--- config.mk ---
export PLATFORM = sky130hd
export DESIGN_NAME = ast_tx
export DESIGN_NICKNAME = d
export VERILOG_FILES = /design/src/shared/ast_pkg.sv /design/src/hw/ast_tx.sv
export VERILOG_INCLUDE_DIRS = /design/src /design/src/shared
export SDC_FILE = /design/constraint.sdc
export NUM_CORES = 1
export LEC_CHECK = 0
export BUFFER_PORTS_ARGS = -buffer_cell sky130_fd_sc_hd__clkbuf_2
export CAP_MARGIN = 20
export CORE_UTILIZATION = 26
export CTS_CLUSTER_DIAMETER = 40
export DETAILED_ROUTE_END_ITERATION = 16
export PLACE_DENSITY = 0.41
export SLEW_MARGIN = 40
export SYNTH_ARGS = -nofsm -noshare
export SYNTH_HDL_FRONTEND = slang
export SYNTH_SLANG_ARGS = --single-unit
--- constraint.sdc ---
create_clock -name clk_sys -period 3.9 [get_ports clk_sys]
set_input_delay 0.585 -clock clk_sys [delete_from_list [all_inputs] [get_ports clk_sys]]
set_output_delay 0.585 -clock clk_sys [all_outputs]
set_load 0.005 [all_outputs]
--- src/shared/ast_consts.svh ---
// Purpose: constants of the serial transmitter
// Assumes: byte-wide register port, word index addressing
// Notes: offsets are register indices on the plain port
`ifndef AST_CONSTS_SVH
`define AST_CONSTS_SVH
`define AST_REG_DATA 3'h0
`define AST_REG_STAT0 3'h1
`define AST_REG_CTL0 3'h2
`define AST_REG_CTL1 3'h3
`define AST_REG_BRH 3'h4
`define AST_REG_BRL 3'h5
`define AST_REG_IRQ 3'h6
`define AST_REG_MASK 3'h7
// Control 0 fields
`define AST_C0_TEN 7
`define AST_C0_PEN 4
`define AST_C0_PODD 3
`define AST_C0_STOP2 1
// Control 1 fields
`define AST_C1_MP 7
`define AST_C1_MPBT 6
// Status 0 fields
`define AST_ST_MARK 3
`define AST_ST_HOLD 2
`define AST_ST_SHIFT 1
`define AST_ST_CTS 0
// Interrupt bits
`define AST_IRQ_HOLD 0
`define AST_IRQ_DONE 1
`define AST_BRL_RST 8'h01
`endif

--- src/shared/ast_pkg.sv ---
// Purpose: types of the serial transmitter
// Assumes: nothing
// Notes: constants sit in ast_consts.svh
package ast_pkg;
   typedef enum logic [2:0] {
      AST_IDLE, AST_START, AST_DATA, AST_EXTRA, AST_STOP
   } ast_state_e;
   typedef struct packed {
      logic [2:0] addr;
      logic [7:0] wdata;
      logic wr;
      logic rd;
   } ast_bus_s;
endpackage

--- src/hw/ast_tx.sv ---
// Purpose: asynchronous serial transmitter with status and interrupt
// Assumes: one clock, synchronous active-high reset
// Notes:
// Function
// - Eight data bits per character, least significant first
// - Optional even or odd parity bit after the data, except in multiprocessor mode
// - One low start bit, then one or two high stop bits
// - Multiprocessor mode adds a ninth address/data marker bit
// - Characters start only while transmit enable is set
// - Status bit 2 reads one while holding register is empty
// - Data write clears holding-empty until byte moves on
// - Status bit 1 low while shifting, high when shifter empty
// - Status bit 0 returns the clear-to-send input level
// - Last marker bit received in multiprocessor mode shown, cleared on data read
//
// Decided for this implementation: strobed register access and the register addresses.
`timescale 1ns/10ps
`include "ast_consts.svh"
module ast_tx
   import ast_pkg::*;
(
   input wire logic clk_sys,
   input wire logic rst,
   input wire ast_bus_s bus,
   output logic [7:0] rdata_ff,
   input wire logic cts_pin,
   input wire logic rx_marker_pin,
   input wire logic rx_marker_stb,
   output logic txd_ff,
   output logic irq_ff
);
   logic [7:0] ctl0_ff, ctl1_ff, brh_ff, brl_ff, hold_ff, sh_ff;
   logic [1:0] irq_st_ff, irq_mask_ff;
   logic hold_empty_ff, mark_ff, cts_s1_ff, cts_s2_ff;
   logic mk_s1_ff, mk_s2_ff, stb_s1_ff, stb_s2_ff, stb_s3_ff;
   logic par_ff, stop_cnt_ff, load;
   logic [2:0] bit_ff;
   logic [15:0] baud_ff;
   ast_state_e st_ff;
   wire logic tick = (baud_ff == 16'h0000);
   wire logic idle = (st_ff == AST_IDLE);
   wire logic wr_data = bus.wr && bus.addr == `AST_REG_DATA;
   wire logic mp_on = ctl1_ff[`AST_C1_MP];

   // Two-stage synchronisers for pin inputs
   always_ff @(posedge clk_sys) begin
      if (rst) begin
         cts_s1_ff <= 1'b0;
         cts_s2_ff <= 1'b0;
         mk_s1_ff <= 1'b0;
         mk_s2_ff <= 1'b0;
         stb_s1_ff <= 1'b0;
         stb_s2_ff <= 1'b0;
         stb_s3_ff <= 1'b0;
      end else begin
         cts_s1_ff <= cts_pin;
         cts_s2_ff <= cts_s1_ff;
         mk_s1_ff <= rx_marker_pin;
         mk_s2_ff <= mk_s1_ff;
         stb_s1_ff <= rx_marker_stb;
         stb_s2_ff <= stb_s1_ff;
         stb_s3_ff <= stb_s2_ff;
      end
   end

   // Configuration registers written from the port
   always_ff @(posedge clk_sys) begin
      if (rst) begin
         ctl0_ff <= 8'h00;
         ctl1_ff <= 8'h00;
         brh_ff <= 8'h00;
         brl_ff <= `AST_BRL_RST;
         irq_mask_ff <= 2'h0;
      end else if (bus.wr) begin
         unique case (bus.addr)
            `AST_REG_CTL0: ctl0_ff <= bus.wdata;
            `AST_REG_CTL1: ctl1_ff <= bus.wdata;
            `AST_REG_BRH: brh_ff <= bus.wdata;
            `AST_REG_BRL: brl_ff <= bus.wdata;
            `AST_REG_MASK: irq_mask_ff <= bus.wdata[1:0];
            default: ;
         endcase
      end
   end

   // Holding register; a load in the write cycle cannot happen when empty=1
   always_ff @(posedge clk_sys) begin
      if (rst) begin
         hold_ff <= 8'h00;
         hold_empty_ff <= 1'b1;
      end else if (wr_data) begin
         hold_ff <= bus.wdata;
         hold_empty_ff <= 1'b0;
      end else if (load) begin
         hold_empty_ff <= 1'b1;
      end
   end

   // Start a character when idle, enabled and a byte waits
   assign load = idle && !hold_empty_ff && ctl0_ff[`AST_C0_TEN];

   // Baud counter reloads from the divisor each bit period
   always_ff @(posedge clk_sys) begin
      if (rst) begin
         baud_ff <= 16'h0000;
      end else if (load || tick) begin
         baud_ff <= {brh_ff, brl_ff} - 16'h0001;
      end else begin
         baud_ff <= baud_ff - 16'h0001;
      end
   end

   // Character sequencer
   always_ff @(posedge clk_sys) begin
      if (rst) begin
         st_ff <= AST_IDLE;
         sh_ff <= 8'h00;
         bit_ff <= 3'h0;
         par_ff <= 1'b0;
         stop_cnt_ff <= 1'b0;
         txd_ff <= 1'b1;
      end else begin
         unique case (st_ff)
            AST_IDLE: begin
               txd_ff <= 1'b1;
               if (load) begin
                  sh_ff <= hold_ff;
                  par_ff <= ctl0_ff[`AST_C0_PODD];
                  txd_ff <= 1'b0;
                  st_ff <= AST_START;
               end
            end
            AST_START: if (tick) begin
               txd_ff <= sh_ff[0];
               par_ff <= par_ff ^ sh_ff[0];
               sh_ff <= {1'b0, sh_ff[7:1]};
               bit_ff <= 3'h0;
               st_ff <= AST_DATA;
            end
            AST_DATA: if (tick) begin
               if (bit_ff == 3'h7) begin
                  if (mp_on) begin
                     txd_ff <= ctl1_ff[`AST_C1_MPBT];
                     st_ff <= AST_EXTRA;
                  end else if (ctl0_ff[`AST_C0_PEN]) begin
                     txd_ff <= par_ff;
                     st_ff <= AST_EXTRA;
                  end else begin
                     txd_ff <= 1'b1;
                     stop_cnt_ff <= ctl0_ff[`AST_C0_STOP2];
                     st_ff <= AST_STOP;
                  end
               end else begin
                  txd_ff <= sh_ff[0];
                  par_ff <= par_ff ^ sh_ff[0];
                  sh_ff <= {1'b0, sh_ff[7:1]};
                  bit_ff <= bit_ff + 3'h1;
               end
            end
            AST_EXTRA: if (tick) begin
               txd_ff <= 1'b1;
               stop_cnt_ff <= ctl0_ff[`AST_C0_STOP2];
               st_ff <= AST_STOP;
            end
            AST_STOP: if (tick) begin
               if (stop_cnt_ff) begin
                  stop_cnt_ff <= 1'b0;
               end else begin
                  st_ff <= AST_IDLE;
               end
            end
            default: st_ff <= AST_IDLE;
         endcase
      end
   end

   // Received marker bit; a new marker wins over the clearing read
   always_ff @(posedge clk_sys) begin
      if (rst) begin
         mark_ff <= 1'b0;
      end else if (stb_s2_ff && !stb_s3_ff && mp_on) begin
         mark_ff <= mk_s2_ff;
      end else if (bus.rd && bus.addr == `AST_REG_DATA) begin
         mark_ff <= 1'b0;
      end
   end

   // Sticky events: holding empties, character finishes; set beats clear
   wire logic done_ev = (st_ff == AST_STOP) && tick && !stop_cnt_ff;
   wire logic [1:0] ev = {done_ev, load};
   wire logic [1:0] clr = (bus.wr && bus.addr == `AST_REG_IRQ) ?
      bus.wdata[1:0] : 2'h0;
   always_ff @(posedge clk_sys) begin
      if (rst) begin
         irq_st_ff <= 2'h0;
         irq_ff <= 1'b0;
      end else begin
         irq_st_ff <= (irq_st_ff & ~clr) | ev;
         irq_ff <= |(((irq_st_ff & ~clr) | ev) & irq_mask_ff);
      end
   end

   // Read data one cycle after the strobe, zero otherwise
   always_ff @(posedge clk_sys) begin
      if (rst || !bus.rd) begin
         rdata_ff <= 8'h00;
      end else begin
         unique case (bus.addr)
            `AST_REG_DATA: rdata_ff <= 8'h00;
            `AST_REG_STAT0: rdata_ff <= {4'h0, mark_ff, hold_empty_ff,
               idle, cts_s2_ff};
            `AST_REG_CTL0: rdata_ff <= ctl0_ff;
            `AST_REG_CTL1: rdata_ff <= ctl1_ff;
            `AST_REG_BRH: rdata_ff <= brh_ff;
            `AST_REG_BRL: rdata_ff <= brl_ff;
            `AST_REG_IRQ: rdata_ff <= {6'h00, irq_st_ff};
            `AST_REG_MASK: rdata_ff <= {6'h00, irq_mask_ff};
            default: rdata_ff <= 8'h00;
         endcase
      end
   end

   // Checks
   hold_clear_a: assert property (@(posedge clk_sys) disable iff (rst)
      wr_data |=> !hold_empty_ff)
      else $error("holding flag not cleared by write");
   start_low_a: assert property (@(posedge clk_sys) disable iff (rst)
      load |=> !txd_ff && st_ff == AST_START)
      else $error("start bit not low");
   no_send_a: assert property (@(posedge clk_sys) disable iff (rst)
      !ctl0_ff[`AST_C0_TEN] && idle |=> idle)
      else $error("sent while disabled");
   idle_high_a: assert property (@(posedge clk_sys) disable iff (rst)
      $past(idle) && idle |-> txd_ff)
      else $error("line not high when idle");
   stop_high_a: assert property (@(posedge clk_sys) disable iff (rst)
      st_ff == AST_STOP |-> txd_ff)
      else $error("stop bit not high");
   bit_first_a: assert property (@(posedge clk_sys) disable iff (rst)
      st_ff == AST_START && tick |=> txd_ff == $past(sh_ff[0]))
      else $error("first data bit not lsb");
   cts_read_a: assert property (@(posedge clk_sys) disable iff (rst)
      bus.rd && bus.addr == `AST_REG_STAT0 |=>
      rdata_ff[`AST_ST_CTS] == $past(cts_s2_ff))
      else $error("cts level wrong");
   shift_flag_a: assert property (@(posedge clk_sys) disable iff (rst)
      bus.rd && bus.addr == `AST_REG_STAT0 && !idle |=>
      !rdata_ff[`AST_ST_SHIFT])
      else $error("shifter empty while busy");
   hold_flag_a: assert property (@(posedge clk_sys) disable iff (rst)
      load |=> hold_empty_ff ##0 st_ff != AST_IDLE)
      else $error("holding flag not set on load");
   mark_clr_a: assert property (@(posedge clk_sys) disable iff (rst)
      bus.rd && bus.addr == `AST_REG_DATA && !(stb_s2_ff && !stb_s3_ff)
      |=> !mark_ff)
      else $error("marker not cleared");
   parity_c: cover property (@(posedge clk_sys)
      st_ff == AST_EXTRA && !mp_on);
   multi_c: cover property (@(posedge clk_sys) st_ff == AST_EXTRA && mp_on);
   two_stop_c: cover property (@(posedge clk_sys)
      st_ff == AST_STOP && stop_cnt_ff && tick);
   irq_c: cover property (@(posedge clk_sys) irq_ff);
endmodule

==> results of run 1 <==
placed cells by master, fill, tap and decap left out, drive strengths merged, types with 3 or more instances in the layout:
master / synthesis / layout
nand4: 3 / 3
a21oi: 59 / 59
buf: 7 / 5
dfxtp: 95 / 95
nand3: 12 / 12
o21ai: 7 / 7
nand2: 97 / 97
mux2i: 27 / 27
nor3: 13 / 13
inv: 3 / 6
clkbuf: 20 / 35
a22oi: 5 / 5
nor3b: 3 / 3
mux2: 5 / 5
and2: 6 / 6
a211oi: 16 / 16
o22ai: 6 / 6
nor2b: 19 / 19
ha: 3 / 3
nor2: 48 / 48
or3: 6 / 6
xnor2: 8 / 8
nand3b: 4 / 4
xor2: 10 / 10
nand2b: 11 / 11
nor4: 9 / 9
state kept, by name, summed over array words and instances, names as in the netlist, 2 cells and up:
signal / count
irq_mask_ff: 2
bit_ff: 3
baud_ff: 16
irq_st_ff: 2
hold_ff: 8
ctl1_ff: 8
st_ff: 3
sh_ff: 8
rdata_ff: 8
brh_ff: 8
ctl0_ff: 8
brl_ff: 8
layout make-up:
type	count	area [um^2]	share of cell area
clock buffer	9	225	0.0439
clock inverter	7	80.1	0.0156
inverter	3	11.3	0.00220
multi-input combinational	405	2470	0.482
sequential	95	1900	0.371
tap	220	275	0.0537
timing repair buffer	31	165	0.0322
cells in the mapped netlist, drive strengths merged, types with 4 or more instances:
cell type | n | area share
nand2b | 11 | 0.015
a21oi | 59 | 0.070
and2 | 6 | 0.0084
buf | 7 | 0.0086
nand2 | 97 | 0.081
nand3 | 12 | 0.013
nor2 | 48 | 0.041
mux2 | 5 | 0.013
dfxtp | 95 | 0.42
xnor2 | 8 | 0.016
o21ai | 7 | 0.0086
o22ai | 6 | 0.0084
nor3 | 13 | 0.014
nand3b | 4 | 0.0075
xor2 | 10 | 0.020
nor4 | 9 | 0.019
clkbuf | 20 | 0.017
a211oi | 16 | 0.028
a22oi | 5 | 0.0084
nor2b | 19 | 0.026
or3 | 6 | 0.011
mux2i | 27 | 0.060
logic make-up (layout without fill, tap and decap cells):
group / Yosys count / count (layout)
and+or+nand+nor: 238 / 238
AOI/OAI and AO/OA: 113 / 113
DFF: 95 / 95
muxes: 33 / 33
buffers and inverters: 30 / 50
xor gates and xnor gates: 18 / 18
adders and majority gates: 3 / 3
metal layers:
layer  share of wire  track usage  wire, um
met5               0            0         0
met4           0.019       0.0549       229
met3           0.024       0.0308       294
met2            0.45        0.225      5560
met1            0.51        0.205      6230
final timing paths:
kind / cells after the start / end
setup / recovery: 10 / baud_ff[12]
hold / removal: 2 / stb_s1_ff
setup reg to reg: 10 / baud_ff[12]
hold reg to reg: 1 / mk_s2_ff
power by group:
group | leakage, uW | total, uW | switching [uW] | internal (uW)
logic | 0.000918 | 612 | 344 | 268
clock network | 0.000148 | 924 | 418 | 507
registers | 0.000771 | 1110 | 76.5 | 1030
worst reg2reg max path: stages, from the launching register on:
cell and delay, ns:
dfxtp_1 0.43, or4b_4 0.59, nor2_1 0.26, a21oi_2 0.12, mux2i_1 0.21, ha_1 0.35
nand3_1 0.20, nor4_1 0.29, xor2_1 0.17, nor2_1 0.06, a211oi_1 0.19
through the flow:
stage	setup WS [ns]	instances	utilization	area (um^2)
floorplan	1.01	530	-	4490
global placement	1.02	754	0.288	4810
detailed placement	0.957	754	0.289	4820
CTS	0.936	770	0.307	5120
global route	0.637	770	0.307	5130
finish	0.931	770	0.307	5130
==> metrics.csv, run 1 <==
metric,value,unit
multiplexer share of the synthesized area,0.0778,
final worst path period need,2.97,ns
layout cell share with drive strength beyond 1,0.129,
post-synthesis xor/xnor area fraction,0.0351,
Final setup viols,0,
CTS Root Cell,clkbuf_16,
vias in the first global route,3600,
Required @ worst endpoint,4.17,ns
Yosys reg bits,95,
Via Count,3710,
average wire per standard cell,16.0,um
slew margin rel.,0.537,
Starting Density,0.269,
Worst-Skew Late Latency,0.36,ns
CTS hold repair buffers,0,
ANT cells,0,
PostCTS Resize Cnt,0,
setup TNS,0,ns
clock-pin slew on the worst setup and hold paths,0.08,ns
"Hold Vio Cnt, Final",0,
Yosys cell types,60,
startpoint types,flop,
compound-cell area share of the yosys netlist,0.163,
RSZ-0062 raised after global routing,no,
crit path launch,st_ff[0],
ys async rst share,0,
Via density,4.82,
crit-path cells,or4b_4 > nor2_1 > a21oi_2 > mux2i_1 > ha_1 > nand3_1 > nor4_1 > xor2_1 > nor2_1 > a211oi_1,
Pleak,0.00184,uW
largest family of logic cells by synthesized area,simple AND/OR/NAND/NOR gates,
cells after synthesis,530,
Clock Skews,0.00811,ns
"Buf+Inv Stages, Crit Path",0,
Die Ht,133,um
post-synthesis simple-gate area fraction,0.264,
worst reg2reg setup slack,0.93,ns
# DRC,0,
global route total overflow,0,
CP max stage delay,0.59,ns
"Slowest-stage cell, CP",or4b_4,
post-DP HPWL,9030,um
final critical-path share of the clock period,0.761,
chip width,133,um
Die ar.,0.0178,mm^2
pin slew with the least headroom to its limit,0.695,ns
VDD IR-drop max,281,uV
antenna violations before repair,0,
Core Region,0.0167,mm^2
post-synth net total,551,
warnings from Yosys,0,
Area Overhead vs Synth,14.3,%
hold path start,rx_marker_stb,
status,"finished, final reports clean",
"Primary FF master, synth",dfxtp_1,
number of max-cap violations,0,
Clock Sinks,95,
Crit path top cell by count,nor2_1,
Post-CTS Setup Inserts,0,
Synth Area per Inst,8.47,um^2
largest net degree at the start of global routing,43,
Max Fanout on Critical Path,14,
Final Max Tran Viols,0,
Fin Hold WS,0.428,ns
Hold Crit Class,in2reg,
reg2reg start,st_ff[0],
Post-Synth Adder-Cell Area,0.00836,
Post-synth EDFFs,0,
PD cells,516,mW/mm^2
clk buf depth,2,
Final nets,566,
Routed Antenna Nets,0,
H-tree levels,3,
CTS tree,built,
crit-path leading delay family,simple AND/OR/NAND/NOR gates,
cell row count,47,
post-synthesis sequential area ratio,0.424,
FMAX,0.337,GHz
GR Util All Layers,0.148,
RePlAce Congestion,0.766,
initial drt markers,204,
Critical Path AT,3.24,ns
DR pass1 iterations,4,
first-pass GRT wire length,20100,um
Tot Pwr,2650,uW
IO Port Bufs,27,
final wirelength,12300,um
Mapped Area,0.00449,mm^2
CTS buffer count,9,
# IOs,28,
Fillers,1839,
Setup Crit Path Kind,reg2reg,
Worst Setup End Kind,flop,
Note: power is estimated with default switching activity, not from simulation.
==> run 2, diff against run 1 <==
Settings changed: ABC_AREA from default to 1.
Clock period 3.9 ns to 3.1 ns, I/O delays scaled along.
==> run 2 against run 1 <==
Sequential cell count unchanged. Sequential share of layout area fell by 0.26 points. Worst setup slack got worse by 0.16 ns. Final area rose by 0.71%. Final cell count rose by 13%. Combinational power increased to 3.1 times the previous value. Via count up 11%. Register-to-register slack got worse by 0.16 ns. Sequential power grew 37%. Core utilization grew 0.11 points. Clock power is 27% higher. Clock skew up 0.0046 ns. Largest power group is now combinational cells.
==> metrics.csv, run 2 <==
metric,value,unit
Critical Path AT,2.58,ns
Max Fanout on Critical Path,26,
average wire per standard cell,15.2,um
final worst path period need,2.33,ns
Final Max Tran Viols,0,
cell taking the most area after synthesis,dfxtp_1,
VDD IR-drop max,299,uV
most frequent cells in the layout,"106 x nand2_1, 95 x dfxtp_1, 75 x nor2_1",
Mapped Area,0.00452,mm^2
CTS Root Cell,clkbuf_16,
DR pass1 iterations,5,
crit path launch,baud_ff[14],
top post-synthesis cells by count,"106 x nand2_1, 95 x dfxtp_1, 75 x nor2_1, 68 x inv_1, 61 x a21oi_1",
ys async rst share,0,
Die Ht,134,um
final critical-path share of the clock period,0.752,
Starting Density,0.270,
max reg flops,16,
Post-synth EDFFs,0,
H-tree levels,3,
Fillers,1850,
number of max-cap violations,0,
vias in the first global route,4026,
switching power,1920,uW
pin slew with the least headroom to its limit,0.531,ns
Placed Area,0.00486,mm^2
Pint,2640,uW
combinational power share,0.410,
area of the multi-input gates,0.00221,mm^2
Synth Area per Inst,7.25,um^2
Area Overhead vs Synth,14.2,%
warnings from Yosys,0,
Via density,4.73,
Clock Skews,0.0127,ns
Post-CTS Setup Inserts,0,
slew margin rel.,0.646,
RePlAce Congestion,0.808,
final wirelength,13200,um
"Slowest-stage cell, CP",dfxtp_1,
Routed Antenna Nets,0,
ranking of synthesized cells by area,"dfxtp_1 42%, nand2_1 8.8%, a21oi_1 6.8%",
FMAX,0.429,GHz
Synth top area share,0.421,
startpoint types,flop,
largest net degree at the start of global routing,54,
sequential power share,0.333,
Final nets,667,
first-pass GRT wire length,21600,um
ANT cells,0,
cells after synthesis,624,
sw frac,0.421,
"Primary FF master, synth",dfxtp_1,
post-synthesis sequential area ratio,0.421,
IO Port Bufs,27,
Yosys reg bits,95,
antenna violations before repair,0,
Die ar.,0.0179,mm^2
Clock Sinks,95,
post-DP HPWL,9560,um
Final setup viols,0,
global route total overflow,0,
layout cell share with drive strength beyond 1,0.147,
Worst Setup End Kind,flop,
Core Region,0.0168,mm^2
crit-path cells,nor2_1 > nand2_1 > nor2_2 > nand2_4 > nand2_4 > nand2_1 > nand2_1 > ha_1 > nand3_2 > nor2_1 > nand3_1 > nand2_1 > nor2_1,
CTS hold repair buffers,0,
Pleak,0.00211,uW
initial drt markers,364,
Setup Crit Path Kind,reg2reg,
Yosys cell types,38,
"Most flops, register",baud_ff,
RSZ-0062 raised after global routing,no,
CTS tree,built,
PostCTS Resize Cnt,0,
PD cells,884,mW/mm^2
post-synth net total,645,
status,"finished, final reports clean",
reg2reg start,baud_ff[14],
"Hold Vio Cnt, Final",0,
Hold Crit Class,in2reg,
# IOs,28,
Via Count,4121,
# DRC,0,
chip width,134,um
"count leader, synth",nand2_1,
CTS buffer count,9,
cell row count,47,
clock-pin slew on the worst setup and hold paths,0.07,ns
GR Util All Layers,0.157,
CP max stage delay,0.34,ns
setup TNS,0,ns
Required @ worst endpoint,3.35,ns
Worst-Skew Late Latency,0.36,ns
Crit path top cell by count,nand2_1,
Clock power frac,0.257,
"commonest non-fill, non-tap cell in the layout",nand2_1,
final instance area,0.00516,mm^2
hold path start,rx_marker_stb,
clk buf depth,2,
register area,0.00190,mm^2
-- run 2: cells by family (layout without fill, tap and decap cells) --
logic type	after synthesis	after routing	share of synthesized area
compound gates	150	150	0.184
flops	95	95	0.421
xor+xnor	1	1	0.00194
fa+ha+maj	3	3	0.00830
simple gates	278	278	0.295
buf+inv	97	124	0.0896
-- run 2: critical path: cells and delay by family (launching register included) --
| kind | cells | cell delay (ns) |
|---|---|---|
| simple gates | 12 | 1.64 |
| flops | 1 | 0.34 |
| fa+ha+maj | 1 | 0.25 |
-- run 2: layout make-up --
type / count / area share
multi-input cells: 432 / 0.429
inverters: 73 / 0.0531
well taps: 220 / 0.0533
flip-flops and latches: 95 / 0.368
clock buffers: 9 / 0.0436
repair buffers: 35 / 0.0378
clock inverters: 7 / 0.0153
-- run 2: through the flow --
step / util / worst slack [ns] / hold slack [ns] / total power, uW / cells
6_report: 0.308 / 0.770 / 0.302 / 4570 / 871
5_1_grt: 0.308 / 0.471 / 0.303 / 4950 / 871
4_1_cts: 0.308 / 0.766 / 0.286 / 4610 / 871
3_5_place_dp: 0.290 / 0.785 / 0.398 / 3410 / 855
3_3_place_gp: 0.290 / 0.823 / 0.398 / 3420 / 855
2_1_floorplan: - / 1.31 / 0.388 / 3060 / 624
-- run 2: power by group through the flow --
stage,logic [uW],clock network [uW],registers [uW]
after floorplan,1550,0,1510
after global placement,1870,0,1550
after detailed placement,1870,0,1550
after CTS,1880,1210,1520
after global routing,2140,1260,1540
final,1870,1170,1520
-- run 2: worst paths after layout --
kind                               endpoint  slack, ns  cells after the start
worst min-delay path              stb_s1_ff       0.30                      3
worst max-delay path            baud_ff[14]       0.77                     13
worst max register to register  baud_ff[14]       0.77                     13
worst min register to register    stb_s2_ff       0.41                      2
-- run 2: layer usage --
layer  share of wire  global-route usage  vias to the layer above  wire length (um)
met4           0.016              0.0461                        0               212
met1            0.50               0.214                     1888              6580
met2            0.44               0.247                      107              5870
met5               0                   0                        -                 0
li1                -                   -                     2112                 -
met3           0.044              0.0363                       14               587
==> run 3, diff against run 2 <==
Settings changed: ABC_AREA 1 to 0, PLACE_DENSITY 0.41 to 0.42.
Clock period 3.1 ns to 2.1 ns, I/O delays scaled along.
==> run 3 against run 2 <==
The run now ends with setup timing left. Largest cell class unchanged. Critical path type unchanged. Combinational power is essentially flat. Sequential cell count is the same. Die area shrank 0.73%. Core utilization grew 4.1 points.
==> metrics.csv, run 3 (synthesis gave the netlist of run 1 again) <==
metric,value,unit
status,finished with violations,
failing checks,setup timing,
Routed Antenna Nets,0,
final worst path period need,2.37,ns
"commonest non-fill, non-tap cell in the layout",nand2_1,
DP Cell Count,806,
vias in the first global route,3847,
slew margin rel.,0.626,
top sig layer,met4,
PD cells,942,mW/mm^2
Critical Path AT,2.63,ns
metal1 wirelength,6290,um
Max Fanout on Critical Path,4,
Required @ worst endpoint,2.36,ns
number of max-cap violations,0,
average wire per standard cell,15.9,um
clk buf depth,2,
max reg flops,16,
RePlAce Congestion,0.765,
DR pass1 iterations,4,
Die ar.,0.0178,mm^2
Starting Density,0.269,
first-pass GRT wire length,21200,um
GR Util All Layers,0.155,
CTS buffer count,9,
pin slew with the least headroom to its limit,0.560,ns
chip width,133,um
VDD IR-drop max,454,uV
"Most flops, register",baud_ff,
WL met2,6400,um
Via density,4.77,
Final nets,630,
metal3 WL,438,um
Final Max Tran Viols,0,
final instance area,0.00583,mm^2
Core Region,0.0167,mm^2
post-DP HPWL,9490,um
RSZ-0062 raised after global routing,yes,
# DRC,0,
Via Count,3977,
largest net degree at the start of global routing,72,
"Hold Vio Cnt, Final",0,
H-tree levels,3,
initial drt markers,246,
Final setup viols,21,
layout cell share with drive strength beyond 1,0.264,
global route total overflow,0,
Worst-Skew Late Latency,0.35,ns
Pleak,0.00226,uW
Finished Layout Cells,834,
# IOs,28,
Placed Area,0.00530,mm^2
worst setup slack after layout,-0.267,ns
most frequent cells in the layout,"96 x nand2_1, 91 x dfxtp_1, 57 x buf_4",
Worst Setup End Kind,flop,
CTS hold repair buffers,0,
Tot Pwr,5490,uW
Die Ht,133,um
CTS tree,built,
Fin Hold WS,0.175,ns
FMAX,0.422,GHz
final critical-path share of the clock period,1.13,
clock-pin slew on the worst setup and hold paths,0.07,ns
Area Overhead vs Synth,30.0,%
Clock Sinks,95,
Hold Crit Class,in2reg,
CTS Root Cell,clkbuf_16,
startpoint types,flop,
antenna violations before repair,0,
cell row count,47,
Clock Skews,0.00541,ns
ANT cells,0,
Setup Crit Path Kind,reg2reg,
final wirelength,13300,um
IO Port Bufs,27,
## run 3: worst max-delay path, stage by stage (launching register included)
cell and delay, ns:
dfxtp_2 0.32, or3_4 0.38, and4b_2 0.33, a21oi_4 0.08, mux2i_1 0.21, ha_2 0.29
nand2_2 0.10, nor3_2 0.13, xor2_1 0.16, nor2_1 0.06, a311oi_1 0.21
## run 3: layer usage
metal  up-vias  GRT usage
met5         -          0
met4         0     0.0360
met3         9     0.0354
met2        47      0.256
met1      1901      0.204
li1       2020          -
## run 3: per-stage QoR
step                utilization  setup slack, ns  setup TNS (ns)
finish                    0.349           -0.267           -3.04
global route              0.349           -0.410           -4.89
CTS                       0.346           -0.251           -3.99
detailed placement        0.317           -0.279           -3.13
global placement          0.317           -0.216           -2.68
floorplan                     -           -0.436           -1.89
## run 3: area by class of cell
| class | count | area [um^2] |
|---|---|---|
| inverters | 3 | 11.3 |
| clock inverters | 6 | 48.8 |
| clock buffers | 10 | 239 |
| fillers | 1798 | 10900 |
| well taps | 220 | 275 |
| repair buffers | 95 | 704 |
| flip-flops and latches | 95 | 1910 |
| multi-input cells | 405 | 2650 |
## run 3: final timing paths
path                 start    endpoint  slack (ns)  depth (start not counted)
max             baud_ff[7]  baud_ff[8]       -0.27                         10
max reg2reg     baud_ff[7]  baud_ff[8]       -0.27                         10
min reg2reg       mk_s1_ff    mk_s2_ff        0.44                          1
min          rx_marker_stb   stb_s1_ff        0.18                          2
## run 3: timing repair
item | CTS | global route
resized for setup | 22 | 17
pin swaps | 13 | 11
buffers inserted | 5 | 8
gates cloned | 2 | 0
endpoints found under the setup margin | 23 | 24
## run 3: power by group
part / switching (uW) / total, uW / internal (uW)
Sequential: 91.0 / 2020 / 1930
Clock: 769 / 1620 / 854
Combinational: 903 / 1850 / 951
Total: 1760 / 5490 / 3730
